==> src/mode_ctrl_pkg.sv <==
// Constants, register map, enums and carriers of the mode controller
//
// Operation
// - Run, one click: show readings, radio advertises
// - Single click logs record when setting enabled
// - Run, two clicks: transmit glyph, test, show strength
// - No network reply shows no-network glyph
// - Run, ten or more clicks: off mode
// - Off, ten to nineteen clicks: run mode
// - Off, one to nine clicks: stay off
// - Off, twenty or more: shipping lock
// - Lock keeps below twenty; twenty unlocks off
// - Presses count up; act after presses stop
// - Calibration mode ignores the push button
// - Locked state survives power-loss reboot
// - Off mode powers down all but button
// - Run check interval: limits, log, alert
// - Run logging interval stores sensor values
// - Uplink interval: send, listen, resend or sleep
// - Wake on button, optic, door, plug events
// - Radio mode times out back to run
// - Dongle plugged in enters calibration mode
// - Acquire point when equilibrated, ten maximum
// - Calibration timeout returns to run
// - Optic event logged, open/closed glyph shown
`default_nettype none
package mode_ctrl_pkg;

  // ----------
  // Register offsets (byte addresses)
  // ----------
  localparam logic [7:0] ADDR_CTRL   = 8'h00;  // Enables
  localparam logic [7:0] ADDR_STATUS = 8'h04;  // Mode, click count, glyph
  localparam logic [7:0] ADDR_CHECK  = 8'h08;  // Check interval, cycles
  localparam logic [7:0] ADDR_LOG    = 8'h0C;  // Log interval, cycles
  localparam logic [7:0] ADDR_UPLINK = 8'h10;  // Uplink interval, cycles
  localparam logic [7:0] ADDR_IDLE   = 8'h14;  // Click idle, cycles
  localparam logic [7:0] ADDR_TOUT   = 8'h18;  // Radio/calibration timeout
  localparam logic [7:0] ADDR_RESULT = 8'h1C;  // Signal strength, cal points

  // ----------
  // Field positions and reset values
  // ----------
  localparam int CTRL_LOG_EN_BIT   = 0;  // Log on single click
  localparam int CTRL_OPTIC_EN_BIT = 1;  // Optic detection enable
  localparam logic [31:0] CHECK_RST  = 32'h0000_1000;
  localparam logic [31:0] LOG_RST    = 32'h0000_2000;
  localparam logic [31:0] UPLINK_RST = 32'h0000_4000;
  localparam logic [31:0] IDLE_RST   = 32'h0000_0100;
  localparam logic [31:0] TOUT_RST   = 32'h0000_0800;

  // ----------
  // Click thresholds and limits
  // ----------
  localparam logic [7:0] CLICKS_ONE  = 8'h01;
  localparam logic [7:0] CLICKS_TWO  = 8'h02;
  localparam logic [7:0] CLICKS_TEN  = 8'h0A;
  localparam logic [7:0] CLICKS_LOCK = 8'h14;
  localparam logic [7:0] CLICKS_MAX  = 8'hFF;
  localparam logic [3:0] CAL_POINTS_MAX = 4'hA;
  localparam logic [6:0] PCT_MAX = 7'h64;

  // ----------
  // Enumerations and carriers
  // ----------
  typedef enum logic [2:0] {MODE_RUN, MODE_OFF, MODE_LOCK, MODE_RADIO, MODE_CAL} mode_e;

  typedef enum logic [3:0] {
    GLYPH_BLANK, GLYPH_COUNT, GLYPH_READINGS, GLYPH_TRANSMIT, GLYPH_STRENGTH,
    GLYPH_NO_NETWORK, GLYPH_OFF, GLYPH_RUN, GLYPH_SHIPPING_HOLD, GLYPH_OPEN, GLYPH_CLOSED
  } glyph_e;

  typedef struct packed {
    logic button;  // Push button level
    logic optic;   // Light level
    logic door;    // Door switch level
    logic plug;    // External device present
    logic dongle;  // Calibration dongle present
  } wake_pins_s;

  typedef struct packed {
    logic log_rec;   // Write one log record
    logic alert_tx;  // Start an alert uplink
    logic test_tx;   // Start a test uplink
    logic uplink;    // Start a log uplink
    logic cal_pt;    // Acquire a calibration point
  } strobes_s;

endpackage
`default_nettype wire

==> src/button_mode_controller.sv <==
// Button-driven operating mode controller with APB register access
//
// Implementation choices: the APB slave port and the register addresses.
`timescale 1ns/1ps
`default_nettype none
module button_mode_controller (
  input  wire logic                      ref_clk_i,      // 100 MHz clock
  input  wire logic                      srst_i,         // Sync reset, high
  input  wire logic                      psel_i,         // APB select
  input  wire logic                      penable_i,      // APB enable
  input  wire logic                      pwrite_i,       // APB write
  input  wire logic [7:0]                paddr_i,        // APB byte address
  input  wire logic [31:0]               pwdata_i,       // APB write data
  output logic                           pready_o,       // APB ready
  output logic [31:0]                    prdata_o,       // APB read data
  output logic                           pslverr_o,      // APB error
  input  wire mode_ctrl_pkg::wake_pins_s pins_i,         // Asynchronous pins
  input  wire logic                      limit_exceed_i, // Sensor out of limits
  input  wire logic                      tx_done_i,      // Uplink finished pulse
  input  wire logic                      tx_reply_i,     // Network replied
  input  wire logic [6:0]                rssi_pct_i,     // Strength percent
  input  wire logic                      resend_i,       // Response asks resend
  input  wire logic                      radio_conn_i,   // Short radio connected
  input  wire logic                      equil_i,        // Sensors equilibrated
  input  wire logic                      lock_nv_i,      // Stored lock at boot
  output logic                           lock_nv_o,      // Lock to store
  output mode_ctrl_pkg::mode_e           mode_o,         // Current mode
  output mode_ctrl_pkg::glyph_e          glyph_o,        // Display glyph
  output logic [7:0]                     clicks_o,       // Click count shown
  output logic [6:0]                     strength_o,     // Strength percent
  output logic                           radio_adv_o,    // Short radio on
  output logic                           powered_o,      // Functions powered
  output logic                           awake_o,        // Woken from sleep
  output mode_ctrl_pkg::strobes_s        strobes_o       // Action pulses
);

  // ----------
  // Pin synchronisers
  // ----------
  mode_ctrl_pkg::wake_pins_s meta_q, sync_q, prev_q;  // Two stages plus history
  logic lock_meta_q, lock_sync_q;                     // Stored lock strap sync

  // Stage one is read only by stage two
  always_ff @(posedge ref_clk_i)
  begin
    meta_q      <= pins_i;
    sync_q      <= meta_q;
    prev_q      <= sync_q;
    lock_meta_q <= lock_nv_i;
    lock_sync_q <= lock_meta_q;
  end

  wire btn_press  = sync_q.button & ~prev_q.button;
  wire optic_edge = sync_q.optic ^ prev_q.optic;
  wire door_edge  = sync_q.door ^ prev_q.door;
  wire plug_edge  = sync_q.plug & ~prev_q.plug;
  wire dongle_in  = sync_q.dongle & ~prev_q.dongle;

  // ----------
  // Registers and APB slave
  // ----------
  logic [31:0] ctrl_q, check_q, log_q, uplink_q, idle_q, tout_q;
  logic [1:0]  boot_q;  // Boot phase: strap caught after reset release

  wire apb_acc = psel_i & penable_i;
  wire apb_wr  = apb_acc & pwrite_i;
  wire hit_ctrl   = paddr_i == mode_ctrl_pkg::ADDR_CTRL;
  wire hit_status = paddr_i == mode_ctrl_pkg::ADDR_STATUS;
  wire hit_check  = paddr_i == mode_ctrl_pkg::ADDR_CHECK;
  wire hit_log    = paddr_i == mode_ctrl_pkg::ADDR_LOG;
  wire hit_uplink = paddr_i == mode_ctrl_pkg::ADDR_UPLINK;
  wire hit_idle   = paddr_i == mode_ctrl_pkg::ADDR_IDLE;
  wire hit_tout   = paddr_i == mode_ctrl_pkg::ADDR_TOUT;
  wire hit_result = paddr_i == mode_ctrl_pkg::ADDR_RESULT;
  wire hit_any = hit_ctrl | hit_status | hit_check | hit_log | hit_uplink | hit_idle | hit_tout | hit_result;

  logic [3:0] cal_cnt_q;  // Calibration points taken
  wire [31:0] rd_mux =
      hit_ctrl   ? ctrl_q :
      hit_status ? {17'h0_0000, glyph_o, clicks_o, mode_o} :
      hit_check  ? check_q :
      hit_log    ? log_q :
      hit_uplink ? uplink_q :
      hit_idle   ? idle_q :
      hit_tout   ? tout_q :
      hit_result ? {21'h00_0000, cal_cnt_q, strength_o} : 32'h0000_0000;

  // Register writes land at the end of the first access cycle, on the edge that raises ready
  always_ff @(posedge ref_clk_i)
  begin
    if (srst_i)
    begin
      ctrl_q   <= 32'h0000_0000;
      check_q  <= mode_ctrl_pkg::CHECK_RST;
      log_q    <= mode_ctrl_pkg::LOG_RST;
      uplink_q <= mode_ctrl_pkg::UPLINK_RST;
      idle_q   <= mode_ctrl_pkg::IDLE_RST;
      tout_q   <= mode_ctrl_pkg::TOUT_RST;
    end
    else if (apb_wr)
    begin
      if (hit_ctrl)   ctrl_q   <= pwdata_i;
      if (hit_check)  check_q  <= pwdata_i;
      if (hit_log)    log_q    <= pwdata_i;
      if (hit_uplink) uplink_q <= pwdata_i;
      if (hit_idle)   idle_q   <= pwdata_i;
      if (hit_tout)   tout_q   <= pwdata_i;
    end
  end

  // Registered answer: ready and data appear one cycle into the access phase
  always_ff @(posedge ref_clk_i)
  begin
    if (srst_i)
    begin
      pready_o  <= 1'b0;
      prdata_o  <= 32'h0000_0000;
      pslverr_o <= 1'b0;
    end
    else
    begin
      pready_o  <= apb_acc & ~pready_o;
      prdata_o  <= (apb_acc & ~pwrite_i) ? rd_mux : 32'h0000_0000;
      pslverr_o <= apb_acc & ~pready_o & ~hit_any;
    end
  end

  // ----------
  // Click counter and idle detector
  // ----------
  logic [31:0] idle_cnt_q, tout_cnt_q;  // Press idle and mode timeout cycles
  logic        pending_q;    // A click sequence is open
  logic [31:0] chk_cnt_q, log_cnt_q, up_cnt_q;
  logic        listen_q;     // Waiting for uplink response

  wire in_cal   = mode_o == mode_ctrl_pkg::MODE_CAL;
  wire press_ok = btn_press & ~in_cal & (boot_q == 2'h3);
  wire seq_done = pending_q & ~press_ok & (idle_cnt_q >= idle_q);

  // Classification of a finished count
  wire n_one  = clicks_o == mode_ctrl_pkg::CLICKS_ONE;
  wire n_two  = clicks_o == mode_ctrl_pkg::CLICKS_TWO;
  wire n_ten  = clicks_o >= mode_ctrl_pkg::CLICKS_TEN;
  wire n_lock = clicks_o >= mode_ctrl_pkg::CLICKS_LOCK;

  wire run_like = (mode_o == mode_ctrl_pkg::MODE_RUN) | (mode_o == mode_ctrl_pkg::MODE_RADIO);
  wire chk_hit  = run_like & (chk_cnt_q >= check_q);
  wire log_hit  = run_like & (log_cnt_q >= log_q);
  wire up_hit   = run_like & (up_cnt_q >= uplink_q) & ~listen_q;
  wire optic_ev = optic_edge & ctrl_q[mode_ctrl_pkg::CTRL_OPTIC_EN_BIT] & powered_o;
  wire tout_hit = tout_cnt_q >= tout_q;

  // ----------
  // Mode machine
  // ----------
  mode_ctrl_pkg::mode_e  mode_d;
  mode_ctrl_pkg::glyph_e glyph_d;
  mode_ctrl_pkg::strobes_s stb_d;
  logic adv_d, test_d, test_q;  // Advertise next, test uplink outstanding

  always_comb
  begin
    mode_d  = mode_o;
    glyph_d = glyph_o;
    stb_d   = '0;
    adv_d   = radio_adv_o;
    test_d  = test_q;
    if (press_ok) glyph_d = mode_ctrl_pkg::GLYPH_COUNT;
    if (seq_done)
    begin
      unique case (mode_o)
        mode_ctrl_pkg::MODE_RUN, mode_ctrl_pkg::MODE_RADIO:
        begin
          if (n_ten)
          begin
            mode_d  = mode_ctrl_pkg::MODE_OFF;
            glyph_d = mode_ctrl_pkg::GLYPH_OFF;
            adv_d   = 1'b0;
          end
          else if (n_one)
          begin
            mode_d  = mode_ctrl_pkg::MODE_RADIO;
            glyph_d = mode_ctrl_pkg::GLYPH_READINGS;
            adv_d   = 1'b1;
            stb_d.log_rec = ctrl_q[mode_ctrl_pkg::CTRL_LOG_EN_BIT];
          end
          else if (n_two)
          begin
            glyph_d = mode_ctrl_pkg::GLYPH_TRANSMIT;
            stb_d.test_tx = 1'b1;
            test_d  = 1'b1;
          end
        end
        mode_ctrl_pkg::MODE_OFF:
        begin
          if (n_lock)
          begin
            mode_d  = mode_ctrl_pkg::MODE_LOCK;
            glyph_d = mode_ctrl_pkg::GLYPH_SHIPPING_HOLD;
          end
          else if (n_ten)
          begin
            mode_d  = mode_ctrl_pkg::MODE_RUN;
            glyph_d = mode_ctrl_pkg::GLYPH_RUN;
          end
          else glyph_d = mode_ctrl_pkg::GLYPH_OFF;
        end
        mode_ctrl_pkg::MODE_LOCK:
        begin
          if (n_lock)
          begin
            mode_d  = mode_ctrl_pkg::MODE_OFF;
            glyph_d = mode_ctrl_pkg::GLYPH_OFF;
          end
          else glyph_d = mode_ctrl_pkg::GLYPH_SHIPPING_HOLD;
        end
        mode_ctrl_pkg::MODE_CAL:
          glyph_d = glyph_o;
      endcase
    end
    // Test uplink result
    if (test_q & tx_done_i)
    begin
      test_d  = 1'b0;
      glyph_d = tx_reply_i ? mode_ctrl_pkg::GLYPH_STRENGTH : mode_ctrl_pkg::GLYPH_NO_NETWORK;
    end
    // Radio fail safe: no connection held until timeout
    if (mode_o == mode_ctrl_pkg::MODE_RADIO & ~radio_conn_i & tout_hit & ~seq_done)
    begin
      mode_d = mode_ctrl_pkg::MODE_RUN;
      adv_d  = 1'b0;
    end
    // Dongle takes priority over clicks while powered
    if (dongle_in & run_like)
    begin
      mode_d = mode_ctrl_pkg::MODE_CAL;
      adv_d  = 1'b0;
    end
    if (in_cal)
    begin
      stb_d.cal_pt = equil_i & (cal_cnt_q < mode_ctrl_pkg::CAL_POINTS_MAX);
      if (tout_hit) mode_d = mode_ctrl_pkg::MODE_RUN;
    end
    if (run_like & (chk_hit & limit_exceed_i))
    begin
      stb_d.log_rec  = 1'b1;
      stb_d.alert_tx = 1'b1;
    end
    if (log_hit) stb_d.log_rec = 1'b1;
    if (up_hit | (listen_q & tx_done_i & resend_i)) stb_d.uplink = 1'b1;
    if (optic_ev)
    begin
      stb_d.log_rec = 1'b1;
      glyph_d = sync_q.optic ? mode_ctrl_pkg::GLYPH_OPEN : mode_ctrl_pkg::GLYPH_CLOSED;
    end
    // Lock state read back from storage wins at boot
    if (boot_q == 2'h1)
    begin
      mode_d  = lock_sync_q ? mode_ctrl_pkg::MODE_LOCK : mode_ctrl_pkg::MODE_OFF;
      glyph_d = lock_sync_q ? mode_ctrl_pkg::GLYPH_SHIPPING_HOLD : mode_ctrl_pkg::GLYPH_OFF;
    end
  end

  // ----------
  // State registers
  // ----------
  always_ff @(posedge ref_clk_i)
  begin
    if (srst_i)
    begin
      mode_o      <= mode_ctrl_pkg::MODE_OFF;
      glyph_o     <= mode_ctrl_pkg::GLYPH_BLANK;
      strobes_o   <= '0;
      radio_adv_o <= 1'b0;
      test_q      <= 1'b0;
      boot_q      <= 2'h0;
    end
    else
    begin
      mode_o      <= mode_d;
      glyph_o     <= glyph_d;
      strobes_o   <= stb_d;
      radio_adv_o <= adv_d;
      test_q      <= test_d;
      if (boot_q != 2'h3) boot_q <= boot_q + 2'h1;
    end
  end

  // Off and lock keep only the button alive
  always_ff @(posedge ref_clk_i)
  begin
    if (srst_i)
    begin
      powered_o <= 1'b0;
      lock_nv_o <= 1'b0;
      awake_o   <= 1'b0;
    end
    else
    begin
      powered_o <= (mode_d != mode_ctrl_pkg::MODE_OFF) & (mode_d != mode_ctrl_pkg::MODE_LOCK);
      lock_nv_o <= mode_d == mode_ctrl_pkg::MODE_LOCK;
      awake_o   <= btn_press | (powered_o & (optic_ev | door_edge | plug_edge));
    end
  end

  // Click counting, saturating so long press runs cannot wrap
  always_ff @(posedge ref_clk_i)
  begin
    if (srst_i)
    begin
      clicks_o   <= 8'h00;
      pending_q  <= 1'b0;
      idle_cnt_q <= 32'h0000_0000;
    end
    else if (press_ok)
    begin
      if (clicks_o != mode_ctrl_pkg::CLICKS_MAX)
        clicks_o <= clicks_o + 8'h01;
      pending_q  <= 1'b1;
      idle_cnt_q <= 32'h0000_0000;
    end
    else if (seq_done | in_cal)
    begin
      clicks_o  <= 8'h00;
      pending_q <= 1'b0;
    end
    else if (pending_q) idle_cnt_q <= idle_cnt_q + 32'h1;
  end

  // Interval timers, all reset outside run and radio modes
  always_ff @(posedge ref_clk_i)
  begin
    if (srst_i | ~run_like)
    begin
      chk_cnt_q <= 32'h0;
      log_cnt_q <= 32'h0;
      up_cnt_q  <= 32'h0;
      listen_q  <= 1'b0;
    end
    else
    begin
      chk_cnt_q <= chk_hit ? 32'h0 : chk_cnt_q + 32'h1;
      log_cnt_q <= log_hit ? 32'h0 : log_cnt_q + 32'h1;
      up_cnt_q  <= up_hit ? 32'h0 : up_cnt_q + 32'h1;
      if (up_hit) listen_q <= 1'b1;
      else if (tx_done_i & ~resend_i) listen_q <= 1'b0;
    end
  end

  // Shared timeout for radio and calibration modes, plus result capture
  always_ff @(posedge ref_clk_i)
  begin
    if (srst_i)
    begin
      tout_cnt_q <= 32'h0000_0000;
      cal_cnt_q  <= 4'h0;
      strength_o <= 7'h00;
    end
    else
    begin
      if (mode_d != mode_o | radio_conn_i | press_ok) tout_cnt_q <= 32'h0;
      else if (mode_o == mode_ctrl_pkg::MODE_RADIO | in_cal) tout_cnt_q <= tout_cnt_q + 32'h1;
      if (dongle_in & run_like) cal_cnt_q <= 4'h0;
      else if (stb_d.cal_pt) cal_cnt_q <= cal_cnt_q + 4'h1;
      if (test_q & tx_done_i & tx_reply_i)
        strength_o <= (rssi_pct_i > mode_ctrl_pkg::PCT_MAX) ? mode_ctrl_pkg::PCT_MAX : rssi_pct_i;
    end
  end

endmodule
`default_nettype wire

==> config.mk <==
export PLATFORM = sky130hd
export DESIGN_NAME = button_mode_controller
export DESIGN_NICKNAME = d
export VERILOG_FILES = /design/src/mode_ctrl_pkg.sv /design/src/button_mode_controller.sv
export SDC_FILE = /design/constraint.sdc
export NUM_CORES = 1
export LEC_CHECK = 0
export BUFFER_PORTS_ARGS = -buffer_cell sky130_fd_sc_hd__buf_2
export CORE_MARGIN = 3
export CORE_UTILIZATION = 50
export DETAILED_ROUTE_END_ITERATION = 10
export MAX_ROUTING_LAYER = met4
export PLACE_DENSITY = 0.67
export SYNTH_ARGS = -nofsm -noshare
export SYNTH_HDL_FRONTEND = slang
export SYNTH_SLANG_ARGS = --single-unit
==> constraint.sdc <==
create_clock -name ref_clk_i -period 3.3 [get_ports ref_clk_i]
set_input_delay 0.66 -clock ref_clk_i [delete_from_list [all_inputs] [get_ports ref_clk_i]]
set_output_delay 0.66 -clock ref_clk_i [all_outputs]
set_load 0.05 [all_outputs]
# Word level (Yosys, flattened, before mapping)
# Cells that the tools add are included.
# classes
n_bitwise	69
n_reduce_logical	26
n_addsub	8
eq_ne	23
muxes	56
order_cmp	9
# op_table
op	count
$mux W32	7
$add A32 B1 Y32 const B	5
$ge A32 B32 Y1	5
$mux W4	11
$mux W3	11
$and A1 B1 Y1	32
$eq A8 B5 Y1 const B	4
$mux W8	3
$not A1 Y1	18
$reduce_or A2 Y1	9
$mux W1	17
$or A1 B1 Y1	17
$eq A8 B4 Y1 const B	2
$reduce_and A2 Y1	8
$pmux W4 S3	1
$mux W11	1
$eq A3 B2 Y1 const B	3
$pmux W3 S3	1
$add A8 B1 Y8 const B	1
$eq A8 B1 Y1 const B	1
$eq A8 B2 Y1 const B	1
$eq A8 B3 Y1 const B	1
$ge A8 B4 Y1 const B	1
$ge A8 B5 Y1 const B	1
25 further kinds	30
# totals
out_inout_bits	65
inputBits	64
register_bits	443
elab_cells	240

# Longest topological paths before layout
# Gate-level depths: netlist (run 1).
# depth
word_depth	18
ltp_mapped	12
depth_no_buf	10

# Worst setup path after synthesis (run 1)
# OpenSTA, ideal clock, no wires.
# synth_path
kind	register -> register
start	reg mode_o[1]
end	reg tout_cnt_q[31]
setup_ns	0.132
path_stages_with_launch	12
period_less_slack_ns	2.724
t_arrival_ns	2.592
path_buffers	3
required_time_ns	3.168
setup_slack_ns	0.576
cell_sequence	dfxtp_1 > buf_2 > and3b_1 > or2_1 > buf_6 > nand3_2 > or3_1 > buf_2 > or4_4 > nor3_2 > xnor2_1 > nor4_2
# synth_between
elab_chain_len	18
elab_cells_between_ends	35
cone_classes	5 x eq/ne; 12 x mux; 15 x bitwise; 3 x reduce/logical
# synth_lines
element	line_no	rtl
start: declaration	button_mode_controller.sv:27	output mode_ctrl_pkg::mode_e mode_o,
start signal: assignment	button_mode_controller.sv:271	mode_o <= mode_ctrl_pkg::MODE_OFF;
start signal: assignment	button_mode_controller.sv:280	mode_o <= mode_d;
$eq A3 B3 Y1	button_mode_controller.sv:136	wire in_cal = mode_o == mode_ctrl_pkg::MODE_CAL;
$not A1 Y1	button_mode_controller.sv:137	wire press_ok = btn_press & ~in_cal & (boot_q == 2'h3);
$and A1 B1 Y1 (2 in series)	button_mode_controller.sv:137	
$not A1 Y1	button_mode_controller.sv:138	wire seq_done = pending_q & ~press_ok & (idle_cnt_q >= idle_q);
$and A1 B1 Y1 (2 in series)	button_mode_controller.sv:138	
$not A1 Y1 (no source line)	n/a	
$and A1 B1 Y1	button_mode_controller.sv:228	if (mode_o == mode_ctrl_pkg::MODE_RADIO & ~radio_conn_i & tout_hit & ~seq_done)
$mux W3	button_mode_controller.sv:228	
$mux W3	button_mode_controller.sv:234	if (dongle_in & run_like)
$mux W3	button_mode_controller.sv:242	if (tout_hit) mode_d = mode_ctrl_pkg::MODE_RUN;
$mux W3	button_mode_controller.sv:239	if (in_cal)
$mux W3	button_mode_controller.sv:257	if (boot_q == 2'h1)
$ne A3 B3 Y1	button_mode_controller.sv:361	if (mode_d != mode_o | radio_conn_i | press_ok) tout_cnt_q <= 32'h0;
$or A1 B1 Y1 (2 in series)	button_mode_controller.sv:361	
$reduce_or A2 Y1 (no source line)	n/a	
end signal: assignment	button_mode_controller.sv:362	else if (mode_o == mode_ctrl_pkg::MODE_RADIO | in_cal) tout_cnt_q <= tout_cnt_q + 32'h1;
end: declaration	button_mode_controller.sv:131	logic [31:0] idle_cnt_q, tout_cnt_q;
# Several ways; a longest one is shown, not always the timed one.
# A chain may end at the register's enable or synchronous reset.

# Final worst setup path (run 1)
# layout_path
start	reg check_q[17]
end	reg strobes_o[4] in the netlist's numbering
# layout_between
elab_chain_len	7
# layout_lines
element	line_no	rtl
start: declaration	button_mode_controller.sv:62	logic [31:0] ctrl_q, check_q, log_q, uplink_q, idle_q, tout_q;
start signal: assignment	button_mode_controller.sv:94	check_q <= mode_ctrl_pkg::CHECK_RST;
start signal: assignment	button_mode_controller.sv:103	if (hit_check) check_q <= pwdata_i;
$ge A32 B32 Y1	button_mode_controller.sv:147	wire chk_hit = run_like & (chk_cnt_q >= check_q);
$and A1 B1 Y1	button_mode_controller.sv:147	
$and A1 B1 Y1 (2 in series)	button_mode_controller.sv:244	if (run_like & (chk_hit & limit_exceed_i))
$mux W2	button_mode_controller.sv:244	
$mux W1	button_mode_controller.sv:249	if (log_hit) stb_d.log_rec = 1'b1;
$mux W1	button_mode_controller.sv:251	if (optic_ev)
end signal: assignment	button_mode_controller.sv:282	strobes_o <= stb_d;
end: declaration	button_mode_controller.sv:34	output mode_ctrl_pkg::strobes_s strobes_o
# Every way passes these cells.

==> summary.txt, run 1 <==
CTS Buf Count: 49
Final count of negative-setup-slack endpoints: 0
Synth warn: 0
Post-layout util: 58.06%
Global-route wire length before repair: 111.2 mm
RSZ-0062 raised after global routing: false
Final ANT Viol Nets: 0
Placer Congestion: 0.9711
IO buf count: 128
Pre-CTS WS: 0.05874 ns
Drt pass-1 iters: 6
1st-iter DRT viols: 1995
Cell Pwr Density: 471.7 nW/um^2
Biggest area consumer among synthesized cells: dfxtp_1
# rows: 77
Die area: 47790 sq um
CP max FO: 3
Area contributors post-synth: dfxtp_1 (39%), ha_1 (9.5%), nand2_1 (8.6%), a21oi_1 (6.6%), nor2_1 (3.9%)
Maximum vdd drop: 0.0003830 V
Netlist Area Pre-Place: 22600 sq um
Layout area overhead: 14.11%
Clock Path Buffers: 3
Setup Crit Path Kind: reg -> reg
Prevailing post-synth register cell: dfxtp_1
Slew @ Worst Pin: 1.025 ns
Cell variety after synth: 81
GR Util All Layers: 30.45%
Max Clock Freq: 319.8 MHz
Cell count after synthesis: 2843
CP Capture Type: flip-flop
Die width: 218.6 um
Hold Vio Cnt, Final: 0
Fraction of layout instances using a drive strength above 1: 10.29%
Sink Count: 443
Drt total wl: 71.73 mm
Clk slew on worst S/H paths: 0.06 ns
Total of max-cap violations: 0
WP data required: 3.77 ns
Mapped Nets: 3078
Post-DP HPWL: 52.86 mm
Most frequent cell after synthesis: nand2_1
Synth Register Bits: 443
Type of origin of the critical path: flip-flop
Outcome: completed
Fin crit period: 3.127 ns
Post-CTS sizing: 0
Worst setup margin: 0.1735 ns
CTS Root Buffer Type: clkbuf_16
DRC errors left: 0
Final Cycle Share: 94.74%
Fill cell count: 4024
Relative slew slack: 31.64%
DP Area: 24070 sq um
Grt total ovfl: 0
Core Area: 44410 sq um
Setup TNS after final layout: 0 ns
Starting density of the core: 50.89%
Min-delay worst type: in -> reg
Post-CTS Setup Bufs: 0
CTS H-Tree Depth: 2
Pin count of the biggest net entering global routing: 156
CTS tree: yes
Synth cell count leaders: nand2_1 (516), dfxtp_1 (443), a21oi_1 (300)
Final Slew Violations: 0
Leakage: 0.009376 uW
DR WL/cell: 20.10 um
Synthesized area per cell: 7.949 sq um
Asr flop ratio synth: 0%
Die Height: 218.6 um
Vias in the first global route: 19860
Initial antenna violation count: 2
EDFF count, synth: 0
Clock skew: 0.01839 ns
Worst-Skew Late Latency: 0.60 ns
Top-area cell type share of the netlist area: 39.24%
Vias: 20860
Routed vias/inst: 5.847
Hold-fix buffers, CTS: 0
Ports: 129
Post-synthesis sequential area ratio: 39.24%
WP data arrival: 3.60 ns
Final Cell Area: 25790 sq um
Final #Nets: 3174
==> area by class of cell <==
type / count / area, sq um / area share [%]
diodes: 2 / 5.005 / 0.01941
clock inverters: 16 / 249.0 / 0.9655
clock buffers: 70 / 1448 / 5.614
multi-input cells: 2059 / 12490 / 48.42
well taps: 592 / 740.7 / 2.872
flip-flops and latches: 443 / 8869 / 34.39
repair buffers: 185 / 1237 / 4.798
inverters: 201 / 754.5 / 2.926
==> power breakdown <==
part	switching, uW	leakage [uW]	total, uW	internal (uW)
Sequential	65.5	0.00358	5470	5400
Combinational	651	0.00497	900	249
Clock	2290	0.000825	5800	3510
==> layer usage <==
layer	vias up	part of all wire, %	track usage [%]
li1	9986	-	-
met1	9865	43	38.98
met2	816	46	47.95
met3	194	6.8	4.046
met4	0	4.8	14.16
met5	-	0	-
==> critical path, stage by stage (launching register included) <==
cell and delay, ns:
dfxtp_1 0.40, inv_1 0.07, ha_1 0.31, a21o_1 0.18, a21o_1 0.20, a21oi_1 0.15, o211ai_1 0.13, a2111oi_1 0.83
buf_4 0.24, nand2_1 0.12, a221o_1 0.37
==> layout by cell type, fill, tap and decap left out, types with 7 or more instances in the layout <==
master and count:
and4_1 12, a22oi_1 42, nor3_1 71, o22ai_1 7
nor2b_1 13, ha_1 171, mux2i_1 13, clkbuf_8 10
nor2_1 234, o21ai_0 59, and3_1 27, inv_1 198
xor2_1 79, nand2_1 516, buf_4 44, a31oi_1 28
a21o_1 27, a211oi_1 9, or3_1 14, a21oi_1 300
a221oi_1 11, buf_2 127, dfxtp_1 443, nand3b_1 8
buf_12 13, nand2b_1 14, o221a_2 7, nand4_1 48
clkbuf_1 9, nor4_1 49, clkbuf_16 51, nand3_1 74
xnor2_1 79, o21a_1 14, and2_1 9, o211ai_1 10
o21ai_1 7
==> stage by stage <==
step,std cells,power (uW),hold WS [ns]
finish,3568,12160,0.1552
CTS,3566,12250,0.1249
global placement,3480,6460,0.3110
floorplan,2843,6114,0.3096
detailed placement,3480,6470,0.3160
global route,3568,12530,0.1457
==> cells by family after synthesis <==
family	synth area share [%]
AO/OA/AOI/OAI	15.93
XOR/XNOR	6.123
adder cells (fa/ha/maj)	9.467
buffers and inverters	5.835
flip-flops	39.24
multiplexers	0.6699
AND/OR/NAND/NOR	22.73
==> path summary, 6_finish.rpt <==
check	startpoint	end	slack (ns)	cells past startpoint
worst max-delay path	check_q[17]	strobes_o[4]	0.17	10
worst min-delay path	pins_i[3]	meta_q[3]	0.16	1
worst max register to register	check_q[17]	strobes_o[4]	0.17	10
worst min register to register	lock_meta_q	lock_sync_q	0.33	0
No activity file was read; power rests on OpenSTA's default activity.
==> run 2, diff against run 1 <==
Settings changed: ABC_AREA set to 1.
==> run 2 against run 1 <==
Critical path depth grew 7; core utilization shrank 0.23 points; critical endpoint is now tout_cnt_q[31]; combinational power shrank 4.1%; sequential share of layout area shrank 0.088 points; final cell count grew 6.4%; sequential power shrank 0.7%; highest routed layer unchanged; largest power group unchanged; routed wire length grew 0.37%; first-iteration DRC count shrank 7.7%.
==> summary.txt, run 2 <==
Outcome: completed (unchanged)
Post-layout util: 57.84% (was 58.06%)
Layout area overhead: 12.84% (was 14.11%)
Hold Vio Cnt, Final: 0 (unchanged)
Total chip power: 11780 uW (was 12160 uW)
Grt total ovfl: 0 (unchanged)
Sink Count: 443 (unchanged)
CP Capture Type: flip-flop (unchanged)
Leading cell type in the layout, fill and taps excluded: dfxtp_1 (was nand2_1)
Most frequent cells in the layout: dfxtp_1 (443), nand2_1 (436), inv_1 (376) (was nand2_1 (516), dfxtp_1 (443), a21oi_1 (300))
Fraction of layout instances using a drive strength above 1: 10.83% (was 10.29%)
WP data required: 3.76 ns (was 3.77 ns)
Drt pass-1 iters: 8 (was 6)
WP data arrival: 3.45 ns (was 3.60 ns)
GR Util All Layers: 30.30% (was 30.45%)
DR WL/cell: 18.96 um (was 20.10 um)
Cell variety after synth: 57 (was 81)
Die width: 220.1 um (was 218.6 um)
Vias: 21170 (was 20860)
Mapped Nets: 3290 (was 3078)
IO buf count: 128 (unchanged)
Routed vias/inst: 5.575 (was 5.847)
Drt total wl: 71.99 mm (was 71.73 mm)
Synth warn: 0 (unchanged)
Synthesized area per cell: 7.500 sq um (was 7.949 sq um)
Clock skew: 0.02000 ns (was 0.01839 ns)
CTS Buf Count: 48 (was 49)
CTS Root Buffer Type: clkbuf_16 (unchanged)
Leakage: 0.01028 uW (was 0.009376 uW)
Prevailing post-synth register cell: dfxtp_1 (unchanged)
Final ANT Viol Nets: 0 (unchanged)
Asr flop ratio synth: 0% (unchanged)
Pin count of the biggest net entering global routing: 63 (was 156)
Die Height: 220.1 um (was 218.6 um)
Global-route wire length before repair: 111.2 mm (about the same)
Setup TNS after final layout: 0 ns (unchanged)
Fill cell count: 4197 (was 4024)
Setup Crit Path Kind: reg -> reg (unchanged)
Ports: 129 (unchanged)
Worst-Skew Late Latency: 0.59 ns (was 0.60 ns)
Vias in the first global route: 19770 (was 19860)
Die area: 48430 sq um (was 47790 sq um)
Crit path cell chain: inv_1 > ha_1 > nand2_1 > nor2_1 > nand4_1 > nor2_1 > nand2_1 > nand2_1 > nand2_1 > buf_4 > nand3_1 > nand4_1 > nand2_1 > nand3_1 > nand2_1 > buf_4 > nor3_1 (was inv_1 > ha_1 > a21o_1 > a21o_1 > a21oi_1 > o211ai_1 > a2111oi_1 > buf_4 > nand2_1 > a221o_1)
Starting density of the core: 51.25% (was 50.89%)
1st-iter DRT viols: 1842 (was 1995)
Placer Congestion: 0.9945 (was 0.9711)
CTS H-Tree Depth: 2 (unchanged)
Fin crit period: 2.994 ns (was 3.127 ns)
CP max FO: 32 (was 3)
Post-synthesis sequential area ratio: 38.71% (was 39.24%)
Reg area: 8869 sq um (unchanged)
EDFF count, synth: 0 (unchanged)
Biggest area consumer among synthesized cells: dfxtp_1 (unchanged)
Post-DP HPWL: 54.87 mm (was 52.86 mm)
Maximum vdd drop: 0.0003693 V (was 0.0003830 V)
Number of inserted diodes: 0 (was 2)
Type of origin of the critical path: flip-flop (unchanged)
Final count of negative-setup-slack endpoints: 0 (unchanged)
# rows: 77 (unchanged)
Clock Path Buffers: 3 (unchanged)
Core Area: 44700 sq um (was 44410 sq um)
Cell count after synthesis: 3055 (was 2843)
Area contributors post-synth: dfxtp_1 (39%), ha_1 (9.3%), nand2_1 (7.1%), a21oi_1 (7.0%), o21ai_0 (6.9%) (was dfxtp_1 (39%), ha_1 (9.5%), nand2_1 (8.6%), a21oi_1 (6.6%), nor2_1 (3.9%))
Total of max-cap violations: 0 (unchanged)
Final Slew Violations: 0 (unchanged)
Final #Nets: 3406 (was 3174)
Post-CTS Setup Bufs: 0 (unchanged)
Delay-heaviest family, CP: simple AND/OR/NAND/NOR gates (was compound AO/OA/AOI/OAI gates)
Max Clock Freq: 334.0 MHz (was 319.8 MHz)
Synth cell count leaders: dfxtp_1 (443), nand2_1 (436), inv_1 (377) (was nand2_1 (516), dfxtp_1 (443), a21oi_1 (300))
Min-delay worst type: in -> reg (unchanged)
Crit path buffers/inverters: 3 (was 2)
CP max stage cell: buf_4 (was a2111oi_1)
Multi-input gate area: 12140 sq um (was 12490 sq um)
Cell Pwr Density: 455.5 nW/um^2 (was 471.7 nW/um^2)
CTS tree: yes (unchanged)
Most frequent cell after synthesis: dfxtp_1 (was nand2_1)
Hold-fix buffers, CTS: 0 (unchanged)
Slew @ Worst Pin: 0.8689 ns (was 1.025 ns)
Top-area cell type share of the netlist area: 38.71% (was 39.24%)
Final Cycle Share: 90.72% (was 94.74%)
RSZ-0062 raised after global routing: false (unchanged)
Netlist Area Pre-Place: 22910 sq um (was 22600 sq um)
Relative slew slack: 41.99% (was 31.64%)
DRC errors left: 0 (unchanged)
Clk slew on worst S/H paths: 0.06 ns (about the same)
Synth Register Bits: 443 (unchanged)
Worst path most repeated cell: nand2_1 (was a21o_1)
Largest stage delay on the critical path: 0.45 ns (was 0.83 ns)
Initial antenna violation count: 2 (unchanged)
==> run 2: cell types whose count changed after synthesis, moves of 21 or more <==
cell	before	now
a21oi_1	300	322
a22oi_1	42	0
nor4_1	49	19
nor3_2	2	41
and3_1	27	6
nor2_1	237	313
xnor2_1	79	39
inv_1	198	377
o21ai_0	59	315
clkbuf_1	116	91
a21o_1	27	5
nand2_1	516	436
o22ai_1	7	31
==> run 2: layer usage <==
layer | vias up | global-route usage (%) | share of wire [%]
met5 | - | - | 0
met3 | 127 | 5.502 | 7.1
met4 | 0 | 9.122 | 3.1
li1 | 10450 | - | -
met1 | 9922 | 39.85 | 45
met2 | 666 | 47.75 | 45
==> run 2: final cells by class <==
class                           count  share of cell area, %
Tap cell                          592                  2.865
Clock buffer                       71                  5.565
Sequential cell                   443                  34.30
Inverter                          394                  5.735
Timing Repair Buffer              172                  3.997
Clock inverter                     13                 0.5710
Multi-Input combinational cell   2112                  46.97
==> run 2: logic make-up after synthesis <==
group | Yosys count | synth area share, %
mux | 1 | 0.04369
flops | 443 | 38.71
compound gates | 756 | 17.73
xor+xnor | 109 | 4.167
simple gates | 1075 | 21.67
buf+inv | 500 | 8.339
fa+ha+maj | 171 | 9.338
==> run 2: repair_timing <==
action,in CTS,in global routing
hold endpoints to repair,0,0
setup endpoints to repair,0,32
gates resized for setup,0,1
==> run 2: worst register-to-register path, cell delays in order (launching register included) <==
cell and delay, ns:
dfxtp_1 0.33, inv_1 0.06, ha_1 0.29, nand2_1 0.07
nor2_1 0.14, nand4_1 0.18, nor2_1 0.18, nand2_1 0.18
nand2_1 0.16, nand2_1 0.11, buf_4 0.20, nand3_1 0.08
nand4_1 0.09, nand2_1 0.07, nand3_1 0.06, nand2_1 0.11
buf_4 0.45, nor3_1 0.11
==> run 2: worst paths after layout <==
check,from,endpoint,slack [ns],cells past startpoint
hold reg to reg,meta_q[1],sync_q[1],0.32,0
hold / removal,pins_i[0],meta_q[0],0.18,1
setup / recovery,idle_q[31],tout_cnt_q[31],0.31,17
setup reg to reg,idle_q[31],tout_cnt_q[31],0.31,17
==> run 2: metrics by stage <==
stage | setup slack, ns | instances | hold slack (ns) | cell area [sq um]
final | 0.3062 | 3797 | 0.1784 | 25850
after global routing | 0.06657 | 3797 | 0.1582 | 25850
after CTS | 0.1559 | 3797 | 0.1580 | 25850
after detailed placement | 0.1857 | 3713 | 0.3128 | 24270
after global placement | 0.2552 | 3713 | 0.3119 | 24270
after floorplan | 0.8193 | 3055 | 0.3096 | 22910
==> run 2: report_power, final <==
group          internal (uW)  switching [uW]
sequential              5390            39.7
clock                   3230            2250
combinational            209             654
